**config.mk**
```make
export PLATFORM = sky130hd
export DESIGN_NAME = fps_host
export DESIGN_NICKNAME = d
export VERILOG_FILES = /design/src/include/fps_pkg.sv /design/src/logic/fps_host.sv /design/src/logic/fps_bus_cycle.sv
export SDC_FILE = /design/constraint.sdc
export NUM_CORES = 1
export LEC_CHECK = 0
export ABC_AREA = 1
export ABC_CLOCK_PERIOD_IN_PS = 4670
export BUFFER_PORTS_ARGS = -buffer_cell sky130_fd_sc_hd__buf_2
export CORE_MARGIN = 2
export CORE_UTILIZATION = 44
export DETAILED_ROUTE_END_ITERATION = 10
export PLACE_DENSITY_LB_ADDON = 0.08
export SYNTH_ARGS = -nofsm -noshare
export SYNTH_HDL_FRONTEND = slang
export SYNTH_SLANG_ARGS = --single-unit
```
**constraint.sdc**
```tcl
create_clock -name core_clk -period 4.67 [get_ports core_clk]
set_input_delay 0.467 -clock core_clk [delete_from_list [all_inputs] [get_ports core_clk]]
set_output_delay 0.467 -clock core_clk [all_outputs]
set_load 0.02 [all_outputs]
```
**src/include/fps_pkg.sv**
```systemverilog
/*
 * fps_pkg: constants, commands and carrier types for the host-side flash sequencer.
 * assumes a byte-wide parallel flash with 17 address bits and active-low strobes.
 */
package fps_pkg;

	// bus geometry
	localparam int ADDR_W = 17;
	localparam int DATA_W = 8;
	localparam int SECT_MSB = 16;
	localparam int SECT_LSB = 14;

	// clock and timing
	localparam int CLK_NS = 50;
	localparam int WIN_US = 50;
	localparam int SUSP_MAX_US = 20;
	localparam int WIN_CYC = (WIN_US * 1000) / CLK_NS;
	localparam int SUSP_CYC = (SUSP_MAX_US * 1000 + CLK_NS - 1) / CLK_NS;
	// margin kept under the acceptance window when queuing more sectors
	localparam int WIN_SAFE_CYC = WIN_CYC / 2;
	localparam int STRB_CYC = 2;

	// unlock addresses and command codes
	localparam logic [16:0] UNLOCK_A1 = 17'h00555;
	localparam logic [16:0] UNLOCK_A2 = 17'h002AA;
	localparam logic [7:0] UNLOCK_D1 = 8'hAA;
	localparam logic [7:0] UNLOCK_D2 = 8'h55;
	localparam logic [7:0] CMD_PROG = 8'hA0;
	localparam logic [7:0] CMD_ERASE = 8'h80;
	localparam logic [7:0] CMD_CHIP = 8'h10;
	localparam logic [7:0] CMD_SECT = 8'h30;
	localparam logic [7:0] CMD_SUSP = 8'hB0;
	localparam logic [7:0] CMD_RESUME = 8'h30;
	localparam logic [7:0] CMD_IDENT = 8'h90;
	localparam logic [7:0] CMD_RESET = 8'hF0;

	// status bit positions on the data bus
	localparam int POLL_BIT = 7;
	localparam int TOGGLE_BIT = 6;
	localparam int TOUT_BIT = 5;
	localparam int WIN_BIT = 3;

	// user commands
	typedef enum logic [2:0] {
		FPS_OP_READ,
		FPS_OP_PROG,
		FPS_OP_CHIP,
		FPS_OP_SECT,
		FPS_OP_SUSP,
		FPS_OP_RESUME,
		FPS_OP_IDENT,
		FPS_OP_RESET
	} fps_op_e;

	// one user request
	typedef struct packed {
		fps_op_e op;
		logic [16:0] addr;
		logic [7:0] data;
	} fps_req_s;

	// one bus cycle handed to the strobe engine
	typedef struct packed {
		logic wr;
		logic [16:0] addr;
		logic [7:0] data;
	} fps_cyc_s;

endpackage

```
**src/logic/fps_host.sv**
```systemverilog
/*
 * fps_host: host-side sequencer that issues program, erase, suspend, resume and
 * identification sequences to a byte-wide flash and polls it for completion.
 * assumes the flash pins are wired directly and that core_clk runs at 20 MHz.
 */
// Overview of operation
// RULE1: program is two unlocks, setup, address/data
// RULE2: after program start, host only polls
// RULE3: device returns to array read when done
// RULE4: device ignores commands while programming
// RULE5: program accepted at any address order
// RULE6: program only clears bits; flag timeout
// RULE7: chip erase is six writes ending 10
// RULE8: device preprograms itself before erase
// RULE9: chip erase ignores every command
// RULE10: sector erase six writes, sector plus 30
// RULE11: window accepts more sector writes
// RULE12: host spaces extra sectors under 50 us
// RULE13: sectors may be queued in any order
// RULE14: other command in window discards erase
// RULE15: window timed from last strobe rise
// RULE16: active sector erase only takes suspend
// RULE17: host keeps sector writes uninterrupted
// RULE18: suspend only during sector erase
// RULE19: suspend reached within 20 us
// RULE20: suspended: reads, programs elsewhere allowed
// RULE21: identification allowed while suspended
// RULE22: resume continues erase, later resumes ignored
// RULE23: fixed unlock addresses and command codes
// RULE24: address on strobe fall, data rise
// RULE25: sector taken from top three bits
// RULE26: write only with output enable high
`timescale 1ns/1ps
module fps_host
	import fps_pkg::*;
(
	input  wire logic          core_clk,
	input  wire logic          reset,
	input  wire logic          req_valid,
	output logic               req_ready,
	input  wire fps_req_s      req,
	input  wire logic          req_more,
	output logic               rsp_valid,
	output logic [7:0]         rsp_data,
	output logic               rsp_error,
	output logic               erasing,
	output logic               suspended,
	output logic [16:0]        fl_addr,
	output logic [7:0]         fl_dq_out,
	output logic               fl_dq_oe,
	input  wire logic [7:0]    fl_dq_in,
	output logic               fl_ce_n,
	output logic               fl_we_n,
	output logic               fl_oe_n
);

	typedef enum logic [2:0] {
		ST_IDLE,
		ST_SEQ,
		ST_POLL,
		ST_WINDOW,
		ST_SUSPWAIT,
		ST_RESP
	} fps_st_e;

	fps_st_e       state_reg;      // sequencer phase
	fps_req_s      req_reg;        // captured user request
	logic [2:0]    step_reg;       // index within the write sequence
	logic [2:0]    nsteps_reg;     // writes in the active sequence
	logic          busy_reg;       // bus engine has a cycle in flight
	logic          poll_rd_reg;    // current cycle is a status read
	logic [7:0]    last_rd_reg;    // previous status byte for toggle compare
	logic          first_rd_reg;   // no previous status byte yet
	logic [10:0]   win_cnt_reg;    // cycles since last sector write rise
	logic [9:0]    susp_cnt_reg;   // cycles since suspend was written
	logic          ers_reg;        // a sector erase is in progress
	logic          susp_reg;       // sector erase is suspended
	logic          chip_reg;       // chip erase in progress
	logic [7:0]    rsp_data_reg;   // answer byte
	logic          rsp_err_reg;    // answer error flag

	fps_cyc_s      cyc;            // next bus cycle
	logic          cyc_start;      // launch it
	logic          cyc_done;       // engine finished
	logic [7:0]    cyc_rdata;      // engine read data

	fps_bus_cycle u_cycle (
		.core_clk  (core_clk),
		.reset     (reset),
		.start     (cyc_start),
		.cyc       (cyc),
		.done      (cyc_done),
		.rdata     (cyc_rdata),
		.fl_addr   (fl_addr),
		.fl_dq_out (fl_dq_out),
		.fl_dq_oe  (fl_dq_oe),
		.fl_dq_in  (fl_dq_in),
		.fl_ce_n   (fl_ce_n),
		.fl_we_n   (fl_we_n),
		.fl_oe_n   (fl_oe_n)
	);

	// the sector field keeps only the top three bits; the rest is zero [RULE25]
	wire [16:0] sect_addr = {req_reg.addr[SECT_MSB:SECT_LSB], 14'h0000};
	// program and identify use the short form; erase uses the long form
	wire is_prog  = (req_reg.op == FPS_OP_PROG);
	wire is_ident = (req_reg.op == FPS_OP_IDENT);
	wire is_read  = (req_reg.op == FPS_OP_READ);

	// command sequence table, indexed by step [RULE23]
	logic [16:0] seq_addr;
	logic [7:0]  seq_data;
	always_comb
	begin
		seq_addr = UNLOCK_A1;
		seq_data = UNLOCK_D1;
		case (step_reg)
			3'h0: begin seq_addr = UNLOCK_A1; seq_data = UNLOCK_D1; end
			3'h1: begin seq_addr = UNLOCK_A2; seq_data = UNLOCK_D2; end
			3'h2:
			begin
				seq_addr = UNLOCK_A1;
				seq_data = is_prog ? CMD_PROG : (is_ident ? CMD_IDENT : CMD_ERASE);
			end
			3'h3:
			begin
				// program target and value close a short sequence [RULE1]
				seq_addr = is_prog ? req_reg.addr : UNLOCK_A1;
				seq_data = is_prog ? req_reg.data : UNLOCK_D1;
			end
			3'h4: begin seq_addr = UNLOCK_A2; seq_data = UNLOCK_D2; end
			3'h5:
			begin
				// chip erase ends in 10 at 555, sector erase in 30 at the sector [RULE7] [RULE10]
				seq_addr = (req_reg.op == FPS_OP_CHIP) ? UNLOCK_A1 : sect_addr;
				seq_data = (req_reg.op == FPS_OP_CHIP) ? CMD_CHIP : CMD_SECT;
			end
			default: begin seq_addr = UNLOCK_A1; seq_data = UNLOCK_D1; end
		endcase
	end

	// pick the bus cycle to launch from the sequencer phase
	wire        in_window  = (state_reg == ST_WINDOW);
	wire        win_safe   = (win_cnt_reg < 11'(WIN_SAFE_CYC));
	// an extra sector is sent as one write inside the window [RULE11] [RULE12] [RULE13]
	wire        add_sect   = in_window && req_valid && req.op == FPS_OP_SECT && win_safe;
	// single-write commands carry no unlock prefix
	wire        one_write  = (req_reg.op == FPS_OP_SUSP) || (req_reg.op == FPS_OP_RESUME)
	                         || (req_reg.op == FPS_OP_RESET);
	wire [7:0]  one_data   = (req_reg.op == FPS_OP_SUSP) ? CMD_SUSP :
	                         (req_reg.op == FPS_OP_RESUME) ? CMD_RESUME : CMD_RESET;

	always_comb
	begin
		cyc.wr   = 1'b1;
		cyc.addr = seq_addr;
		cyc.data = seq_data;
		if (poll_rd_reg || is_read)
		begin
			cyc.wr   = 1'b0;
			cyc.addr = req_reg.addr;   // read or program target; erase polls use the last accepted request's address
		end
		else if (one_write)
		begin
			cyc.addr = 17'h00000;     // address ignored by the device [RULE18] [RULE22]
			cyc.data = one_data;
		end
	end

	assign cyc_start = !busy_reg && (state_reg == ST_SEQ || state_reg == ST_POLL);

	// a request is refused while a chip erase or program runs [RULE4] [RULE9] [RULE16]
	// suspend only offered during sector erase [RULE18]; resume only when suspended [RULE22]
	wire op_legal = !ers_reg && !chip_reg ? (req.op != FPS_OP_SUSP && req.op != FPS_OP_RESUME) :
	                susp_reg ? (req.op != FPS_OP_SUSP && req.op != FPS_OP_CHIP && req.op != FPS_OP_SECT) :
	                (ers_reg && req.op == FPS_OP_SUSP);
	assign req_ready = ((state_reg == ST_IDLE) && op_legal) || add_sect;
	assign rsp_valid = (state_reg == ST_RESP);
	assign rsp_data  = rsp_data_reg;
	assign rsp_error = rsp_err_reg;
	assign erasing   = ers_reg || chip_reg;
	assign suspended = susp_reg;

	// toggle stops when the internal algorithm ends, device back in array read [RULE3]
	wire toggling = !first_rd_reg && (cyc_rdata[TOGGLE_BIT] != last_rd_reg[TOGGLE_BIT]);
	wire tout_hit = cyc_rdata[TOUT_BIT];

	// sequencer: issue writes, then poll the status bits for completion
	always_ff @(posedge core_clk)
	begin
		if (reset)
		begin
			state_reg    <= ST_IDLE;
			req_reg      <= '0;
			step_reg     <= 3'h0;
			nsteps_reg   <= 3'h0;
			busy_reg     <= 1'b0;
			poll_rd_reg  <= 1'b0;
			last_rd_reg  <= 8'h00;
			first_rd_reg <= 1'b1;
			win_cnt_reg  <= 11'h000;
			susp_cnt_reg <= 10'h000;
			ers_reg      <= 1'b0;
			susp_reg     <= 1'b0;
			chip_reg     <= 1'b0;
			rsp_data_reg <= 8'h00;
			rsp_err_reg  <= 1'b0;
		end
		else
		begin
			if (cyc_start)
				busy_reg <= 1'b1;
			else if (cyc_done)
				busy_reg <= 1'b0;
			case (state_reg)
				ST_IDLE:
				begin
					if (req_valid && req_ready)
					begin
						// any address order is fine for programs [RULE5]
						req_reg      <= req;
						step_reg     <= 3'h0;
						poll_rd_reg  <= 1'b0;
						first_rd_reg <= 1'b1;
						rsp_err_reg  <= 1'b0;
						nsteps_reg   <= (req.op == FPS_OP_PROG || req.op == FPS_OP_IDENT) ? 3'h4 : 3'h6;
						if (req.op == FPS_OP_IDENT)
							nsteps_reg <= 3'h3;
						state_reg    <= ST_SEQ;
					end
					else if (erasing && !susp_reg)
					begin
						// erase runs in the background; one status read between requests [RULE3]
						poll_rd_reg <= 1'b1;
						state_reg   <= ST_POLL;
					end
				end
				ST_SEQ:
				begin
					if (cyc_done)
					begin
						if (is_read || one_write || step_reg == nsteps_reg - 3'h1)
						begin
							rsp_data_reg <= cyc_rdata;
							if (req_reg.op == FPS_OP_PROG)
							begin
								// program runs on its own; host only polls [RULE2] [RULE6]
								poll_rd_reg <= 1'b1;
								state_reg   <= ST_POLL;
							end
							else if (req_reg.op == FPS_OP_CHIP)
							begin
								chip_reg    <= 1'b1;   // device preprograms itself [RULE8]
								state_reg   <= ST_RESP;
							end
							else if (req_reg.op == FPS_OP_SECT)
							begin
								ers_reg     <= 1'b1;
								win_cnt_reg <= 11'h000;  // window counted from strobe rise [RULE15]
								state_reg   <= ST_WINDOW;
							end
							else if (req_reg.op == FPS_OP_SUSP)
							begin
								susp_cnt_reg <= 10'h000;
								state_reg    <= ST_SUSPWAIT;
							end
							else if (req_reg.op == FPS_OP_RESUME)
							begin
								susp_reg  <= 1'b0;   // erase continues [RULE22]
								state_reg <= ST_RESP;
							end
							else
							begin
								// reset clears identify mode; device reverts to suspend if it was [RULE21]
								state_reg <= ST_RESP;
							end
						end
						else
							step_reg <= step_reg + 3'h1;
					end
				end
				ST_WINDOW:
				begin
					// hold the sequence off other traffic while sectors are queued [RULE17]
					win_cnt_reg <= win_cnt_reg + 11'h001;
					if (add_sect)
					begin
						req_reg     <= req;
						step_reg    <= 3'h5;
						nsteps_reg  <= 3'h6;
						state_reg   <= ST_SEQ;
					end
					else if (!req_more || !win_safe)
					begin
						// no other command in the window, else the erase is lost [RULE14]
						state_reg   <= ST_RESP;
					end
				end
				ST_POLL:
				begin
					if (cyc_done)
					begin
						first_rd_reg <= 1'b0;
						last_rd_reg  <= cyc_rdata;
						if (!first_rd_reg && !toggling)
						begin
							// program result checked against written value [RULE6]
							rsp_data_reg <= cyc_rdata;
							rsp_err_reg  <= is_prog && ((cyc_rdata & req_reg.data) != req_reg.data);
							chip_reg     <= 1'b0;
							if (!is_prog)
								ers_reg <= 1'b0;
							poll_rd_reg  <= 1'b0;
							state_reg    <= ST_RESP;
						end
						else if (!first_rd_reg && tout_hit)
						begin
							rsp_data_reg <= cyc_rdata;
							rsp_err_reg  <= 1'b1;
							chip_reg     <= 1'b0;
							ers_reg      <= is_prog ? ers_reg : 1'b0;
							poll_rd_reg  <= 1'b0;
							state_reg    <= ST_RESP;
						end
						else if (!is_prog)
							state_reg <= ST_IDLE;   // erase still busy: let suspend in
					end
				end
				ST_SUSPWAIT:
				begin
					// allow the full suspend latency before reads elsewhere [RULE19] [RULE20]
					susp_cnt_reg <= susp_cnt_reg + 10'h001;
					if (susp_cnt_reg == 10'(SUSP_CYC))
					begin
						susp_reg  <= 1'b1;
						state_reg <= ST_RESP;
					end
				end
				ST_RESP:
					state_reg <= ST_IDLE;
				default:
					state_reg <= ST_IDLE;
			endcase
		end
	end

endmodule

```
**src/logic/fps_bus_cycle.sv**
```systemverilog
/*
 * fps_bus_cycle: drives one read or write cycle on the flash pins.
 * assumes a single core clock; the flash samples address on the strobe fall and data on its rise.
 */
`timescale 1ns/1ps
module fps_bus_cycle
	import fps_pkg::*;
(
	input  wire logic          core_clk,
	input  wire logic          reset,
	input  wire logic          start,
	input  wire fps_cyc_s      cyc,
	output logic               done,
	output logic [7:0]         rdata,
	output logic [16:0]        fl_addr,
	output logic [7:0]         fl_dq_out,
	output logic               fl_dq_oe,
	input  wire logic [7:0]    fl_dq_in,
	output logic               fl_ce_n,
	output logic               fl_we_n,
	output logic               fl_oe_n
);

	typedef enum logic [1:0] {BC_IDLE, BC_SETUP, BC_STROBE, BC_DONE} fps_bc_e;

	fps_bc_e       state_reg;   // engine phase
	logic [1:0]    cnt_reg;     // strobe width counter
	logic          wr_reg;      // current cycle is a write

	// write strobe only with output enable high [RULE26]
	assign fl_we_n = !(state_reg == BC_STROBE && wr_reg);
	assign fl_oe_n = !(state_reg == BC_STROBE && !wr_reg);
	assign fl_ce_n = (state_reg == BC_IDLE);
	assign done    = (state_reg == BC_DONE);
	// data stays driven through the setup and strobe phases so the rising edge latches it [RULE24]
	assign fl_dq_oe = wr_reg && (state_reg != BC_IDLE);

	// sequence: address setup, strobe for STRB_CYC cycles, then release
	always_ff @(posedge core_clk)
	begin
		if (reset)
		begin
			state_reg <= BC_IDLE;
			cnt_reg   <= 2'h0;
			wr_reg    <= 1'b0;
			fl_addr   <= 17'h00000;
			fl_dq_out <= 8'h00;
			rdata     <= 8'h00;
		end
		else
		begin
			case (state_reg)
				BC_IDLE:
				begin
					if (start)
					begin
						// address set before strobes fall [RULE24]
						wr_reg    <= cyc.wr;
						fl_addr   <= cyc.addr;
						fl_dq_out <= cyc.data;
						state_reg <= BC_SETUP;
					end
				end
				BC_SETUP:
				begin
					cnt_reg   <= 2'(STRB_CYC - 1);
					state_reg <= BC_STROBE;
				end
				BC_STROBE:
				begin
					if (cnt_reg == 2'h0)
					begin
						rdata     <= fl_dq_in;   // sampled while output enable is low
						state_reg <= BC_DONE;
					end
					else
						cnt_reg <= cnt_reg - 2'h1;
				end
				BC_DONE:
					state_reg <= BC_IDLE;
				default:
					state_reg <= BC_IDLE;
			endcase
		end
	end

endmodule

```
; Yosys cells after proc, flatten, opt, wreduce, memory -nomap -nowiden
; Index checks and enable logic that the tools add are counted.
[word_totals]
register_bits = 118
latchBits = 0
ramBits = 0
mem_bits_ro = 0
input_bits = 40
output_inout_bits = 42
word_cells = 268
mem_count = 0
[classes]
n_addsub = 5
multipliers = 0
n_div = 0
order_cmp = 1
n_eq_ne = 55
n_shift = 0
muxes = 111
bitwise_logic = 1
reduce_logical = 72
[op_table]
columns = operator, count
row1 = 2-to-1 mux 8 bit, 9
row2 = 2-to-1 mux 3 bit, 21
row3 = 2-to-1 mux 10 bit, 6
row4 = 2-to-1 mux 28 bit, 2
row5 = case mux 28 bit (2 select lines), 1
row6 = 2-to-1 mux 11 bit, 5
row7 = 2-to-1 mux 17 bit, 3
row8 = case mux 17 bit (3 select lines), 1
row9 = 2-to-1 mux 1 bit, 40
row10 = case mux 8 bit (4 select lines), 1
row11 = == test 3 bit (second input constant), 10
row12 = inequality test 2 bit (second input constant), 14
row13 = AND reduction 7 bit, 4
row14 = 2-to-1 mux 25 bit, 1
row15 = case mux 11 bit (2 select lines), 1
row16 = == test 3 x 2 -> 1 bit (second input constant), 7
row17 = case mux 10 bit (2 select lines), 1
row18 = logical AND 1 bit, 19
row19 = case mux 8 bit (2 select lines), 1
row20 = nonzero test 2 bit, 8
row21 = case mux 3 bit (5 select lines), 1
row22 = == test 3 x 1 -> 1 bit (second input constant), 4
row23 = 2-to-1 mux 6 bit, 2
row24 = adder 11 x 1 -> 11 bit (second input constant), 1
row25 = 38 further kinds, 82

; Longest topological paths before layout
; Gate-level depths: netlist of run 1.
[depth]
ltp_word = 10
depth_mapped = 15
ltp_nobuf = 15

; Hierarchy
; Synthesis of run 1 repeated with hierarchy kept, for this count alone.
[unflattened]
cells_unflattened = 838
hier_area_um2 = 5704.2
[by_module_without_submodules]
columns = mod, instances, cells_each, area_each_um2
row1 = fps_host, 1, 644, 4190.3
row2 = fps_bus_cycle, 1, 194, 1514.0

; Worst setup path before layout of run 1
; No wires, ideal clock.
[synth_timing]
kind = flip-flop to flip-flop
start = register nsteps_reg[0]
end = register ers_reg
arrival_ps = 1627
required_ps = 4603
slack_ps = 2976
path_stages_with_launch = 12
n_path_buf = 1
period_less_slack_ps = 1694
cell_sequence = dfxtp_1 -> inv_1 -> ha_1 -> xnor2_1 -> nor2_1 -> nand2_1 -> nand3_1 -> nand2_2 -> nor2_4 -> buf_6 -> nand3_2 -> a21oi_2
[synth_via]
elab_chain_cells = 5
[synth_rtl]
columns = element, line_no
row1 = "start, declared", fps_host.sv:69  ; logic [2:0] nsteps_reg;
row2 = "start signal, assigned", fps_host.sv:226  ; nsteps_reg <= (req.op == FPS_OP_PROG || req.op == FPS_OP_IDENT) ? 3'h4 : 3'h6;
row3 = subtractor 3 x 1 -> 3 bit, fps_host.sv:242  ; if (is_read || one_write || step_reg == nsteps_reg - 3'h1)
row4 = == test 3 bit, fps_host.sv:242
row5 = logical OR 1 bit, fps_host.sv:242
row6 = inequality test 2 x 1 -> 1 bit (no source line), n/a
row7 = AND reduction 8 bit (no source line), n/a
row8 = "end signal, assigned", fps_host.sv:321  ; ers_reg <= is_prog ? ers_reg : 1'b0;
row9 = "end, declared", fps_host.sv:76  ; logic ers_reg;
; Every way passes these cells.
; A chain may end at the register's enable or synchronous reset.

; Worst setup path after layout of run 1
[layout_timing]
start = register state_reg[2]
end = register u_cycle.fl_addr[7]
[layout_via]
elab_chain_cells = 4
word_cells_on_any_way = 5
cone_classes = eq/ne (2) / reduce/logical (3)
[layout_rtl]
columns = element, line_no
row1 = "start, declared", fps_host.sv:66  ; fps_st_e state_reg;
row2 = "start signal, assigned", fps_host.sv:193  ; state_reg <= ST_IDLE;
row3 = "start signal, assigned", fps_host.sv:229  ; state_reg <= ST_SEQ;
row4 = "start signal, assigned", fps_host.sv:235  ; state_reg <= ST_POLL;
row5 = == test 3 x 1 -> 1 bit or == test 3 x 2 -> 1 bit (tied branches), fps_host.sv:170  ; assign cyc_start = !busy_reg && (state_reg == ST_SEQ || state_reg == ST_POLL);
row6 = logical OR 1 bit *, fps_host.sv:170
row7 = logical AND 1 bit *, fps_host.sv:170
row8 = AND reduction 2 bit (no source line) *, n/a
row9 = "end signal, assigned", fps_bus_cycle.sv:59  ; fl_addr <= cyc.addr;
row10 = "end, declared", fps_bus_cycle.sv:15  ; output logic [16:0] fl_addr,
; Every way passes the cells marked *; elsewhere a longest branch is shown, timed or not.

==> results by group, run 1 <==
Global routing
  – Overflow after GRT: 0
  – GRT Overall Usage: 0.213
  – Initial antenna violation count: 0
  – Number of global-route vias before repair: roughly 5200
  – First-pass GRT wire length: around 24 mm
  – Largest net degree at the start of global routing: 47

Setup path
  – Critical path fanouts, max: 28
  – Crit start category: flip-flop
  – Crit path max-delay family: simple AND/OR/NAND/NOR gates
  – Crit path top cell by count: nand2_2
  – Crit path largest cell delay: about 0.47 ns
  – Worst Setup Path Type: reg2reg
  – Worst path slowest cell: nor2_4
  – Worst path required time: between 4 and 5 ns
  – Worst EP arrival: between 2 and 2.5 ns
  – CP Cell Sequence: nor2_2 > nand2_2 > nand2_2 > nand2_2 > nor2_4 > inv_2 > a31oi_2 > a21oi_1
  – Crit end category: flip-flop
  – WP buf/inv: 1

Pwr
  – Sequential Power Share: 0.356
  – Worst VDD drop: between 0.0002 and 0.00025 V
  – Comb pwr share: 0.452
  – Clock network power share: 0.193
  – Sw Ratio: 0.448
  – Sw Pwr: roughly 1.7 mW
  – Pint: ~2.2 mW
  – Leakage: around 2.8 nW
  – Pwr/cell area: approximately 610 nW/um^2

Clock network
  – Hold_buf cts: 0
  – Postcts setup bufs: 0
  – Skew-Pair Late Insertion Delay: 0.36 ns
  – Root buffer cell: clkbuf_16
  – CTS H-tree lvls: 3
  – Cts repair resizes: 0
  – Clock Pin Slew Worst Setup and Hold Paths: ~0.070 ns
  – CTS tree: done
  – Max Buffers Root-to-Sink: 2
  – CTS Sinks: about 110
  – Number of CTS-inserted buffers: 9

Logic synthesis
  – Syn nets: slightly below 900
  – Synth unique cells: between 40 and 50
  – Yosys Warn Count: 0
  – Sequential-to-total area share from yosys stat: 0.396
  – Flops & latches, synth: 112
  – Syn avg cell area: 6.94 um^2
  – Syn Inst Count: a little over 800
  – Mapped cell area: between 5000 and 6000 um^2

Floorplanning
  – Row Count: 41
  – Die H: 117 um
  – Die width: 117 um
  – Top Ports: ~80
  – Core ar.: about 13000 um^2
  – Die Area: approximately 14000 um^2
  – Initial Util: 0.450

STA
  – Post-layout min period: roughly 2.2 ns
  – Slew @ Worst Pin: roughly 0.81 ns
  – RSZ-0062 raised after global routing: no
  – Worst slew margin: 0.460
  – Setup_tns: 0 ns
  – Final hold vios: 0
  – Maximum clock rate: about 450 MHz
  – Final Max Slew Viols: 0
  – Setup Skew: about 0.0097 ns
  – Part of the cycle the worst path needs: 0.472
  – Endpoints failing setup: 0

Run
  – Max-Cap Viols: 0

Drt
  – Initial DRC Count: about 240
  – Final ANT Viol Nets: 0
  – DR WL/cell: 13.6 um
  – First-pass DRT Iterations: 5
  – Total Wirelength: between 10 and 15 mm
  – DR vias/cell: about 5.1
  – Via count: ~5400
  – DRC viols: 0

Placement
  – Port Buffers: 81
  – Post-Place Cell Area: between 6000 and 7000 um^2
  – Final Wtd Congestion: between 0.9 and 1
  – DP HPWL: 10.6 mm
  – Inst Count DP: between 1000 and 1500

Final layout
  – Register Area: between 2000 and 2500 um^2
  – Largest register FFs: 28
  – Fin cells: between 1000 and 1500
  – Most common cell after layout, fill and taps aside: nand2_1
  – Layout cell share with drive strength beyond 1: 0.168
  – Post-route cell area: roughly 6400 um^2
  – Net count, final: 937
  – ANT cells: 0
  – Multi-input gate area: approximately 2900 um^2
  – Most frequent cells in the layout: 180 x nand2_1, 112 x dfxtp_1, 92 x a21oi_1
  – Filler instances: between 1000 and 1500
  – Area Growth Syn to Fin: 13.8%

Outcome
  – Status: complete, no violations

Hold path
  – Hold Path Class: in2reg
==> area by class of cell <==
class                           count  share of cell area
Multi-Input combinational cell    571               0.446
Timing Repair Buffer               85              0.0677
Sequential cell                   112               0.349
Tap cell                          172              0.0334
Inverter                          104              0.0607
Clock inverter                      5             0.00622
Clock buffer                       11              0.0377
==> power by group through the flow <==
stage	clock (mW)	combinational, mW	sequential [mW]
floorplan	0	1.20	1.53
global placement	0	1.74	1.40
detailed placement	0	1.77	1.41
CTS	0.769	1.78	1.39
global route	0.812	2.00	1.42
finish	0.753	1.76	1.39
==> cells in the mapped netlist (all sizes together) <==
cell type | count | area, um^2
a211oi | 1 | 12.5
a21boi | 1 | 7.51
a21oi | 94 | 478
a221oi | 1 | 8.76
a22oi | 2 | 15.0
a31oi | 1 | 12.5
and2 | 1 | 6.26
buf | 13 | 98.8
clkbuf | 15 | 56.3
clkinv | 1 | 3.75
dfxtp | 112 | 2240
ha | 14 | 175
inv | 103 | 387
nand2 | 192 | 769
nand3 | 44 | 260
nand3b | 1 | 7.51
nand4 | 10 | 62.6
nor2 | 80 | 333
nor3 | 12 | 60.1
nor4 | 2 | 12.5
o211ai | 6 | 45.0
o21ai | 91 | 467
o21ba | 1 | 10.0
o21bai | 1 | 7.51
o221ai | 1 | 8.76
o31ai | 2 | 15.0
or2 | 8 | 50.1
xnor2 | 1 | 8.76
xor2 | 4 | 35.0
==> worst register-to-register path: stages (launching register included) <==
cell and delay (ns):
dfxtp_1 0.36, nor2_2 0.19, nand2_2 0.13, nand2_2 0.12, nand2_2 0.09, nor2_4 0.47, inv_2 0.28, a31oi_2 0.32
a21oi_1 0.11
==> per-layer routing <==
layer / GRT usage / share of wire / vias up
li1: - / - / 2783
met1: 0.261 / 0.46 / 2479
met2: 0.375 / 0.49 / 84
met3: 0.0428 / 0.039 / 11
met4: 0.0715 / 0.013 / 0
met5: 0 / 0 / -
==> per-stage QoR <==
step	power (mW)	util	worst slack (ns)	hold slack, ns
finish	3.90	0.512	2.47	0.344
global route	4.23	0.512	2.26	0.377
floorplan	2.73	-	2.98	0.434
global placement	3.14	0.489	2.57	0.446
CTS	3.93	0.512	2.48	0.342
detailed placement	3.18	0.489	2.49	0.450
==> final timing paths <==
check             slack (ns)          from             endpoint  cells past startpoint
setup / recovery        2.47  state_reg[2]   u_cycle.fl_addr[7]                      8
hold reg to reg         0.47   req_reg[23]  u_cycle.fl_addr[15]                      2
setup reg to reg        2.47  state_reg[2]   u_cycle.fl_addr[7]                      8
hold / removal          0.34       req[15]          req_reg[15]                      3
==> kinds of logic (layout without fill, tap and decap cells) <==
group	after synthesis	count (layout)	share of synthesized area
AND/OR/NAND/NOR	350	350	0.276
AO/OA/AOI/OAI	202	202	0.192
buffers and inverters	132	205	0.0965
flip-flops	112	112	0.396
adder cells (fa/ha/maj)	14	14	0.0310
XOR/XNOR	5	5	0.00774
Power figures use the tool's default switching activity.
==> inputs of run 2 (changes only) <==
--- a/config.mk
+++ b/config.mk
@@ -6,7 +6,7 @@
 export NUM_CORES = 1
 export LEC_CHECK = 0
 export ABC_AREA = 1
-export ABC_CLOCK_PERIOD_IN_PS = 4670
+export ABC_CLOCK_PERIOD_IN_PS = 1800
 export BUFFER_PORTS_ARGS = -buffer_cell sky130_fd_sc_hd__buf_2
 export CORE_MARGIN = 2
 export CORE_UTILIZATION = 44
==> constraint.sdc (replaced) <==
create_clock -name core_clk -period 1.8 [get_ports core_clk]
set_input_delay 0.18 -clock core_clk [delete_from_list [all_inputs] [get_ports core_clk]]
set_output_delay 0.18 -clock core_clk [all_outputs]
set_load 0.02 [all_outputs]
==> run 2 against run 1 <==
Net effect: the run now ends with negative setup slack left; flip-flop and latch count unchanged; clock skew is 0.00057 ns lower; combinational power rose to 3.2 times the previous value; routed wire length grew 5.3%; fmax increased by 22%; non-clock buffer count is 49 higher; cell count up 4.7%; sequential share of layout area is 3.0 points lower; global-route usage is essentially flat; via count grew 4.8%; clock power grew to 2.9 times the previous value; hold slack got worse by 0.28 ns; largest cell class unchanged; highest routed layer unchanged.
==> results by group, run 2 (same netlist as run 1, synthesis figures left out) <==
Final layout
  – Largest register FFs: 28 (unchanged)
  – Layout cell share with drive strength beyond 1: 0.241 (+0.0731)
  – Most frequent cells in the layout: 170 x nand2_1, 105 x dfxtp_1, 92 x a21oi_1
  – Area Growth Syn to Fin: 24.8%
  – Most common cell after layout, fill and taps aside: nand2_1
  – ANT cells: 0 (unchanged)
  – Post-route cell area: 7060 um^2 (+9.7%)
  – Net count, final: 987 (+5.3%)
  – Fin cells: 1110 (+4.7%)
  – Filler instances: 1238 (-4.0%)

STA
  – Part of the cycle the worst path needs: 1.00 (+0.528)
  – Final hold vios: 0 (unchanged)
  – Worst slew margin: 0.685 (+0.225)
  – RSZ-0062 raised after global routing: yes
  – Maximum clock rate: 555 MHz (+22%)
  – Setup ws final: -0.000402 ns (-2.47 ns)
  – Final Max Slew Viols: 0 (unchanged)
  – Hold Slack: 0.0672 ns (-0.277 ns)
  – Post-layout min period: 1.80 ns (-0.403 ns)
  – Setup Skew: 0.00916 ns (-0.000573 ns)
  – Endpoints failing setup: 1 (+1)
  – Slew @ Worst Pin: 0.473 ns (-0.337 ns)

Clock network
  – CTS tree: done
  – Max Buffers Root-to-Sink: 2 (unchanged)
  – CTS Sinks: 112 (unchanged)
  – Root buffer cell: clkbuf_16
  – CTS H-tree lvls: 3 (unchanged)
  – Hold_buf cts: 0 (unchanged)
  – Number of CTS-inserted buffers: 9 (unchanged)
  – Skew-Pair Late Insertion Delay: 0.36 ns (about the same)
  – Clock Pin Slew Worst Setup and Hold Paths: 0.08 ns (about the same)

Setup path
  – Crit start category: flip-flop
  – Crit end category: flip-flop
  – Crit path largest cell delay: 0.35 ns (-0.12 ns)
  – Critical path fanouts, max: 4 (-86%)
  – Worst path slowest cell: dfxtp_2
  – Worst EP arrival: 2.09 ns (-0.35 ns)
  – Worst Setup Path Type: reg2reg
  – CP Cell Sequence: inv_2 > ha_4 > xnor2_1 > nor2_1 > nand2_2 > nand3_4 > nand2_4 > nor2_4 > clkbuf_16 > o21ai_0 > a21oi_1
  – Worst path required time: 2.09 ns (-2.81 ns)
  – Crit path max-delay family: simple AND/OR/NAND/NOR gates
  – WP buf/inv: 2 (+1)

Hold path
  – Hold Path Class: in2reg

Floorplanning
  – Row Count: 41 (unchanged)
  – Top Ports: 82 (unchanged)
  – Die width: 117 um (unchanged)
  – Initial Util: 0.450 (unchanged)
  – Die H: 117 um (unchanged)
  – Die Area: 13800 um^2 (unchanged)
  – Core ar.: 12600 um^2 (unchanged)

Placement
  – Port Buffers: 81 (unchanged)
  – DP HPWL: 10.8 mm (+1.3%)
  – Final Wtd Congestion: 0.876 (-3.4%)
  – Inst Count DP: 1084 (+3.8%)
  – Post-Place Cell Area: 6480 um^2 (+5.3%)

Drt
  – DR vias/cell: 5.06 (about the same)
  – Total Wirelength: 15.2 mm (+5.3%)
  – Final ANT Viol Nets: 0 (unchanged)
  – First-pass DRT Iterations: 5 (unchanged)
  – Initial DRC Count: 256 (+8.0%)
  – DRC viols: 0 (unchanged)
  – DR WL/cell: 13.7 um (+0.56%)
  – Via count: 5615 (+4.8%)

Pwr
  – Leakage: 3.09 nW (+11%)
  – Pwr/cell area: 1610 nW/um^2 (+170%)
  – Worst VDD drop: 0.000563 V (+170%)
  – Final total power: 11.4 mW (+190%)

Outcome
  – Status: complete, but fails checks
  – Failing checks: negative setup slack

Global routing
  – GRT Overall Usage: 0.213 (-0.000435)
  – Overflow after GRT: 0 (unchanged)
  – Largest net degree at the start of global routing: 76 (+62%)
  – Number of global-route vias before repair: 5263 (+1.6%)
  – Initial antenna violation count: 0 (unchanged)
  – First-pass GRT wire length: 24.4 mm (+0.68%)

Run
  – Max-Cap Viols: 0 (unchanged)
==> run 2: worst reg2reg max path, cell delays in order (launching register included) <==
cell and delay [ns]:
dfxtp_2 0.35, inv_2 0.05, ha_4 0.23, xnor2_1 0.12, nor2_1 0.12, nand2_2 0.08, nand3_4 0.09, nand2_4 0.07
nor2_4 0.24, clkbuf_16 0.20, o21ai_0 0.07, a21oi_1 0.13
==> run 2: final cells by class <==
cell class / instances / area (um^2) / share of cell area
Inverter: 104 / 393 / 0.0557
Multi-Input combinational cell: 572 / 3000 / 0.425
Timing Repair Buffer: 134 / 878 / 0.124
Sequential cell: 112 / 2250 / 0.319
Tap cell: 172 / 215 / 0.0305
Clock buffer: 12 / 246 / 0.0349
Clock inverter: 4 / 76.3 / 0.0108
==> run 2: through the flow <==
step	util	setup WS, ns	setup TNS (ns)
global route	0.561	-0.0941	-1.41
global placement	0.515	-0.0654	-0.669
detailed placement	0.515	-0.107	-1.69
finish	0.561	-0.000402	-0.000402
CTS	0.543	0.00594	0
floorplan	-	0.106	0
==> run 2: repair_timing <==
action / CTS / global route
endpoints found under the setup margin: 45 / 91
gates resized for setup: 4 / 46
cloned: 0 / 3
buffers inserted: 1 / 6
pin swaps: 1 / 13
==> run 2: final timing paths <==
| check | cells after the start | start | end | slack, ns |
|---|---|---|---|---|
| worst max register to register | 11 | nsteps_reg[0] | rsp_data[4] | -0.0004 |
| worst min register to register | 2 | req_reg[22] | u_cycle.fl_addr[14] | 0.46 |
| worst min-delay path | 3 | req[15] | req_reg[15] | 0.07 |
| worst max-delay path | 11 | nsteps_reg[0] | rsp_data[4] | -0.0004 |
==> run 2: power by group <==
group / internal (mW) / total, mW / switching (mW)
Combinational: 2.10 / 5.61 / 3.50
Sequential: 3.19 / 3.60 / 0.409
Clock: 1.27 / 2.19 / 0.923
==> run 2: layer usage <==
layer	wire length, um	vias to the layer above	global-route usage
li1	-	2892	-
met1	6840	2586	0.259
met2	7380	122	0.376
met3	655	15	0.0345
met4	285	0	0.0821
met5	0	-	0
==> inputs of run 3 (changes only) <==
--- a/config.mk
+++ b/config.mk
@@ -10,6 +10,7 @@
 export BUFFER_PORTS_ARGS = -buffer_cell sky130_fd_sc_hd__buf_2
 export CORE_MARGIN = 2
 export CORE_UTILIZATION = 44
+export CTS_BUF_LIST = sky130_fd_sc_hd__clkbuf_8
 export DETAILED_ROUTE_END_ITERATION = 10
 export PLACE_DENSITY_LB_ADDON = 0.08
 export SYNTH_ARGS = -nofsm -noshare
==> run 3 against run 2 <==
Net effect: the flow still finishes with violations (negative setup slack); core utilization down 0.86 points; critical endpoint is now ers_reg; setup slack worse by 0.013 ns; routed wire length down 0.13%; sequential share of layout area up 0.48 points; cell area down 1.5%; total power down 4.2%; sequential power about the same; highest routed layer unchanged; first-iteration DRC count down 1.2%; fmax down 0.73%; clock power down 23%.
==> results by group, run 3 (same netlist as run 1, synthesis figures left out) <==
Drt
  – Initial DRC Count: 253 (-1.2%)
  – DR WL/cell: 13.6 um (-0.30%)
  – DRC viols: 0 (unchanged)
  – Final ANT Viol Nets: 0 (unchanged)
  – First-pass DRT Iterations: 5 (unchanged)
  – Total Wirelength: 15.1 mm (-0.13%)
  – Via count: 5635 (+0.36%)
  – DR vias/cell: 5.07 (+0.18%)

Final layout
  – Most common cell after layout, fill and taps aside: nand2_1
  – Filler instances: 1252 (+1.1%)
  – Post-route cell area: 6950 um^2 (-1.5%)
  – Net count, final: 989 (+0.20%)
  – Most frequent cells in the layout: 175 x nand2_1, 106 x dfxtp_1, 92 x a21oi_1
  – Largest register FFs: 28 (unchanged)
  – Layout cell share with drive strength beyond 1: 0.236 (-0.00477)
  – Area Growth Syn to Fin: 22.9%
  – Multi-input gate area: 2970 um^2 (-0.79%)
  – Register Area: 2250 um^2 (about the same)
  – ANT cells: 0 (unchanged)

Clock network
  – Clock Pin Slew Worst Setup and Hold Paths: 0.11 ns (+0.03 ns)
  – Hold_buf cts: 0 (unchanged)
  – Number of CTS-inserted buffers: 9 (unchanged)
  – CTS H-tree lvls: 3 (unchanged)
  – Root buffer cell: clkbuf_8
  – CTS Sinks: 112 (unchanged)
  – Skew-Pair Late Insertion Delay: 0.38 ns (+0.02 ns)
  – Max Buffers Root-to-Sink: 2 (unchanged)
  – CTS tree: done

STA
  – Endpoints failing setup: 5 (+4)
  – Maximum clock rate: 551 MHz (-0.73%)
  – Final Max Slew Viols: 0 (unchanged)
  – Setup Skew: 0.0124 ns (+0.00325 ns)
  – Post-layout min period: 1.81 ns (+0.0133 ns)
  – Setup ws final: -0.0137 ns (-0.0133 ns)
  – Part of the cycle the worst path needs: 1.01 (+0.00739)
  – Slew @ Worst Pin: 0.556 ns (+0.0837 ns)
  – Final hold vios: 0 (unchanged)
  – RSZ-0062 raised after global routing: yes
  – Worst slew margin: 0.625 (-0.0597)

Floorplanning
  – Die width: 117 um (unchanged)
  – Die Area: 13800 um^2 (unchanged)
  – Top Ports: 82 (unchanged)
  – Core ar.: 12600 um^2 (unchanged)
  – Initial Util: 0.450 (unchanged)
  – Row Count: 41 (unchanged)
  – Die H: 117 um (unchanged)

Setup path
  – Crit path depth: 12 (+1)
  – Critical path fanouts, max: 5 (+1)
  – Reg2reg start: nsteps_reg[0]
  – Worst path required time: 2.05 ns (-0.04 ns)
  – R2R Path End: ers_reg
  – Crit end category: flip-flop
  – Crit start category: flip-flop
  – WP buf/inv: 2 (unchanged)
  – Crit path from: nsteps_reg[0]
  – Worst EP arrival: 2.07 ns (-0.02 ns)
  – Critical Path End: ers_reg
  – Crit path largest cell delay: 0.36 ns (about the same)
  – Crit path max-delay family: simple AND/OR/NAND/NOR gates
  – Worst Setup Path Type: reg2reg
  – CP Cell Sequence: inv_2 > ha_4 > xnor2_2 > nor2_1 > nand2_2 > nand3_4 > nand2_4 > nor2_4 > buf_12 > nand2_4 > nand2_2 > a21oi_2
  – Path depth of the worst reg2reg path: 12 (+1)
  – Worst path slowest cell: dfxtp_2
  – Reg2reg setup slack: -0.01 ns (about the same)

Placement
  – Port Buffers: 81 (unchanged)
  – Post-Place Cell Area: 6480 um^2 (unchanged)
  – DP HPWL: 10.8 mm (unchanged)
  – Final Wtd Congestion: 0.876 (unchanged)

Outcome
  – Status: complete, but fails checks
  – Failing checks: negative setup slack

Pwr
  – Leakage: 3.07 nW (-0.51%)
  – Pwr/cell area: 1570 nW/um^2 (-2.7%)
  – Worst VDD drop: 0.000560 V (-0.59%)
  – Final total power: 10.9 mW (-4.2%)

Hold path
  – Hold Path Class: in2reg
  – Worst Hold Launch: req[15]

Run
  – Max-Cap Viols: 0 (unchanged)

Global routing
  – Overflow after GRT: 0 (unchanged)
  – Initial antenna violation count: 0 (unchanged)
  – Number of global-route vias before repair: 5239 (-0.46%)
  – First-pass GRT wire length: 24.3 mm (-0.48%)
  – Largest net degree at the start of global routing: 76 (unchanged)
  – GRT Overall Usage: 0.211 (-0.00182)
-- run 3: cell count changes in the layout (fill, tap and decap cells not counted), sizes merged --
cell,change
buf,+2
clkbuf,-2
inv,+2
-- run 3: what timing repair did --
action                                  CTS  global route
cloned                                    0             3
buffers inserted                          1             8
endpoints found under the setup margin   46            94
gates resized for setup                   5            35
pin swaps                                 1            15
-- run 3: tightest hold or removal path: cells and delay by family --
kind	cells	cell delay [ns]
buffers and inverters	1	0.08
AND/OR/NAND/NOR	1	0.07
AO/OA/AOI/OAI	1	0.06
-- run 3: cell type report --
class / count / share of cell area
Inverter: 104 / 0.0562
Tap cell: 172 / 0.0310
Clock buffer: 10 / 0.0198
Timing Repair Buffer: 136 / 0.129
Sequential cell: 112 / 0.324
Multi-Input combinational cell: 572 / 0.428
Clock inverter: 6 / 0.0121
-- run 3: per-stage QoR --
step | setup TNS [ns] | util | cells | worst slack, ns | hold slack (ns)
final | -0.0412 | 0.553 | 1112 | -0.0137 | 0.0356
after global routing | -1.41 | 0.553 | 1112 | -0.116 | 0.0608
after CTS | 0 | 0.535 | 1101 | 0.00823 | 0.0236
after detailed placement | -1.69 | 0.515 | 1084 | -0.107 | 0.437
after global placement | -0.669 | 0.515 | 1084 | -0.0654 | 0.429
after floorplan | 0 | - | 815 | 0.106 | 0.325
-- run 3: report_power, final --
| part | internal, mW | switching [mW] | total [mW] |
|---|---|---|---|
| Clock | 0.818 | 0.859 | 1.68 |
| Combinational | 2.15 | 3.49 | 5.65 |
| Sequential | 3.19 | 0.408 | 3.60 |
-- run 3: worst min-delay path by stage --
stage,to,slack (ns),depth (start not counted)
after detailed placement,req_reg[19],0.44,3
after CTS,req_reg[15],0.02,3
after floorplan,req_reg[27],0.32,2
after global placement,req_reg[15],0.43,3
final,req_reg[15],0.04,3
after global routing,req_reg[17],0.06,3
-- run 3: per-layer routing --
metal  global-route usage  part of all wire  vias up
met2                0.376              0.49      112
met4               0.0776             0.017        0
met3               0.0336             0.040       14
met5                    0                 0        -
li1                     -                 -     2891
met1                0.257              0.45     2618
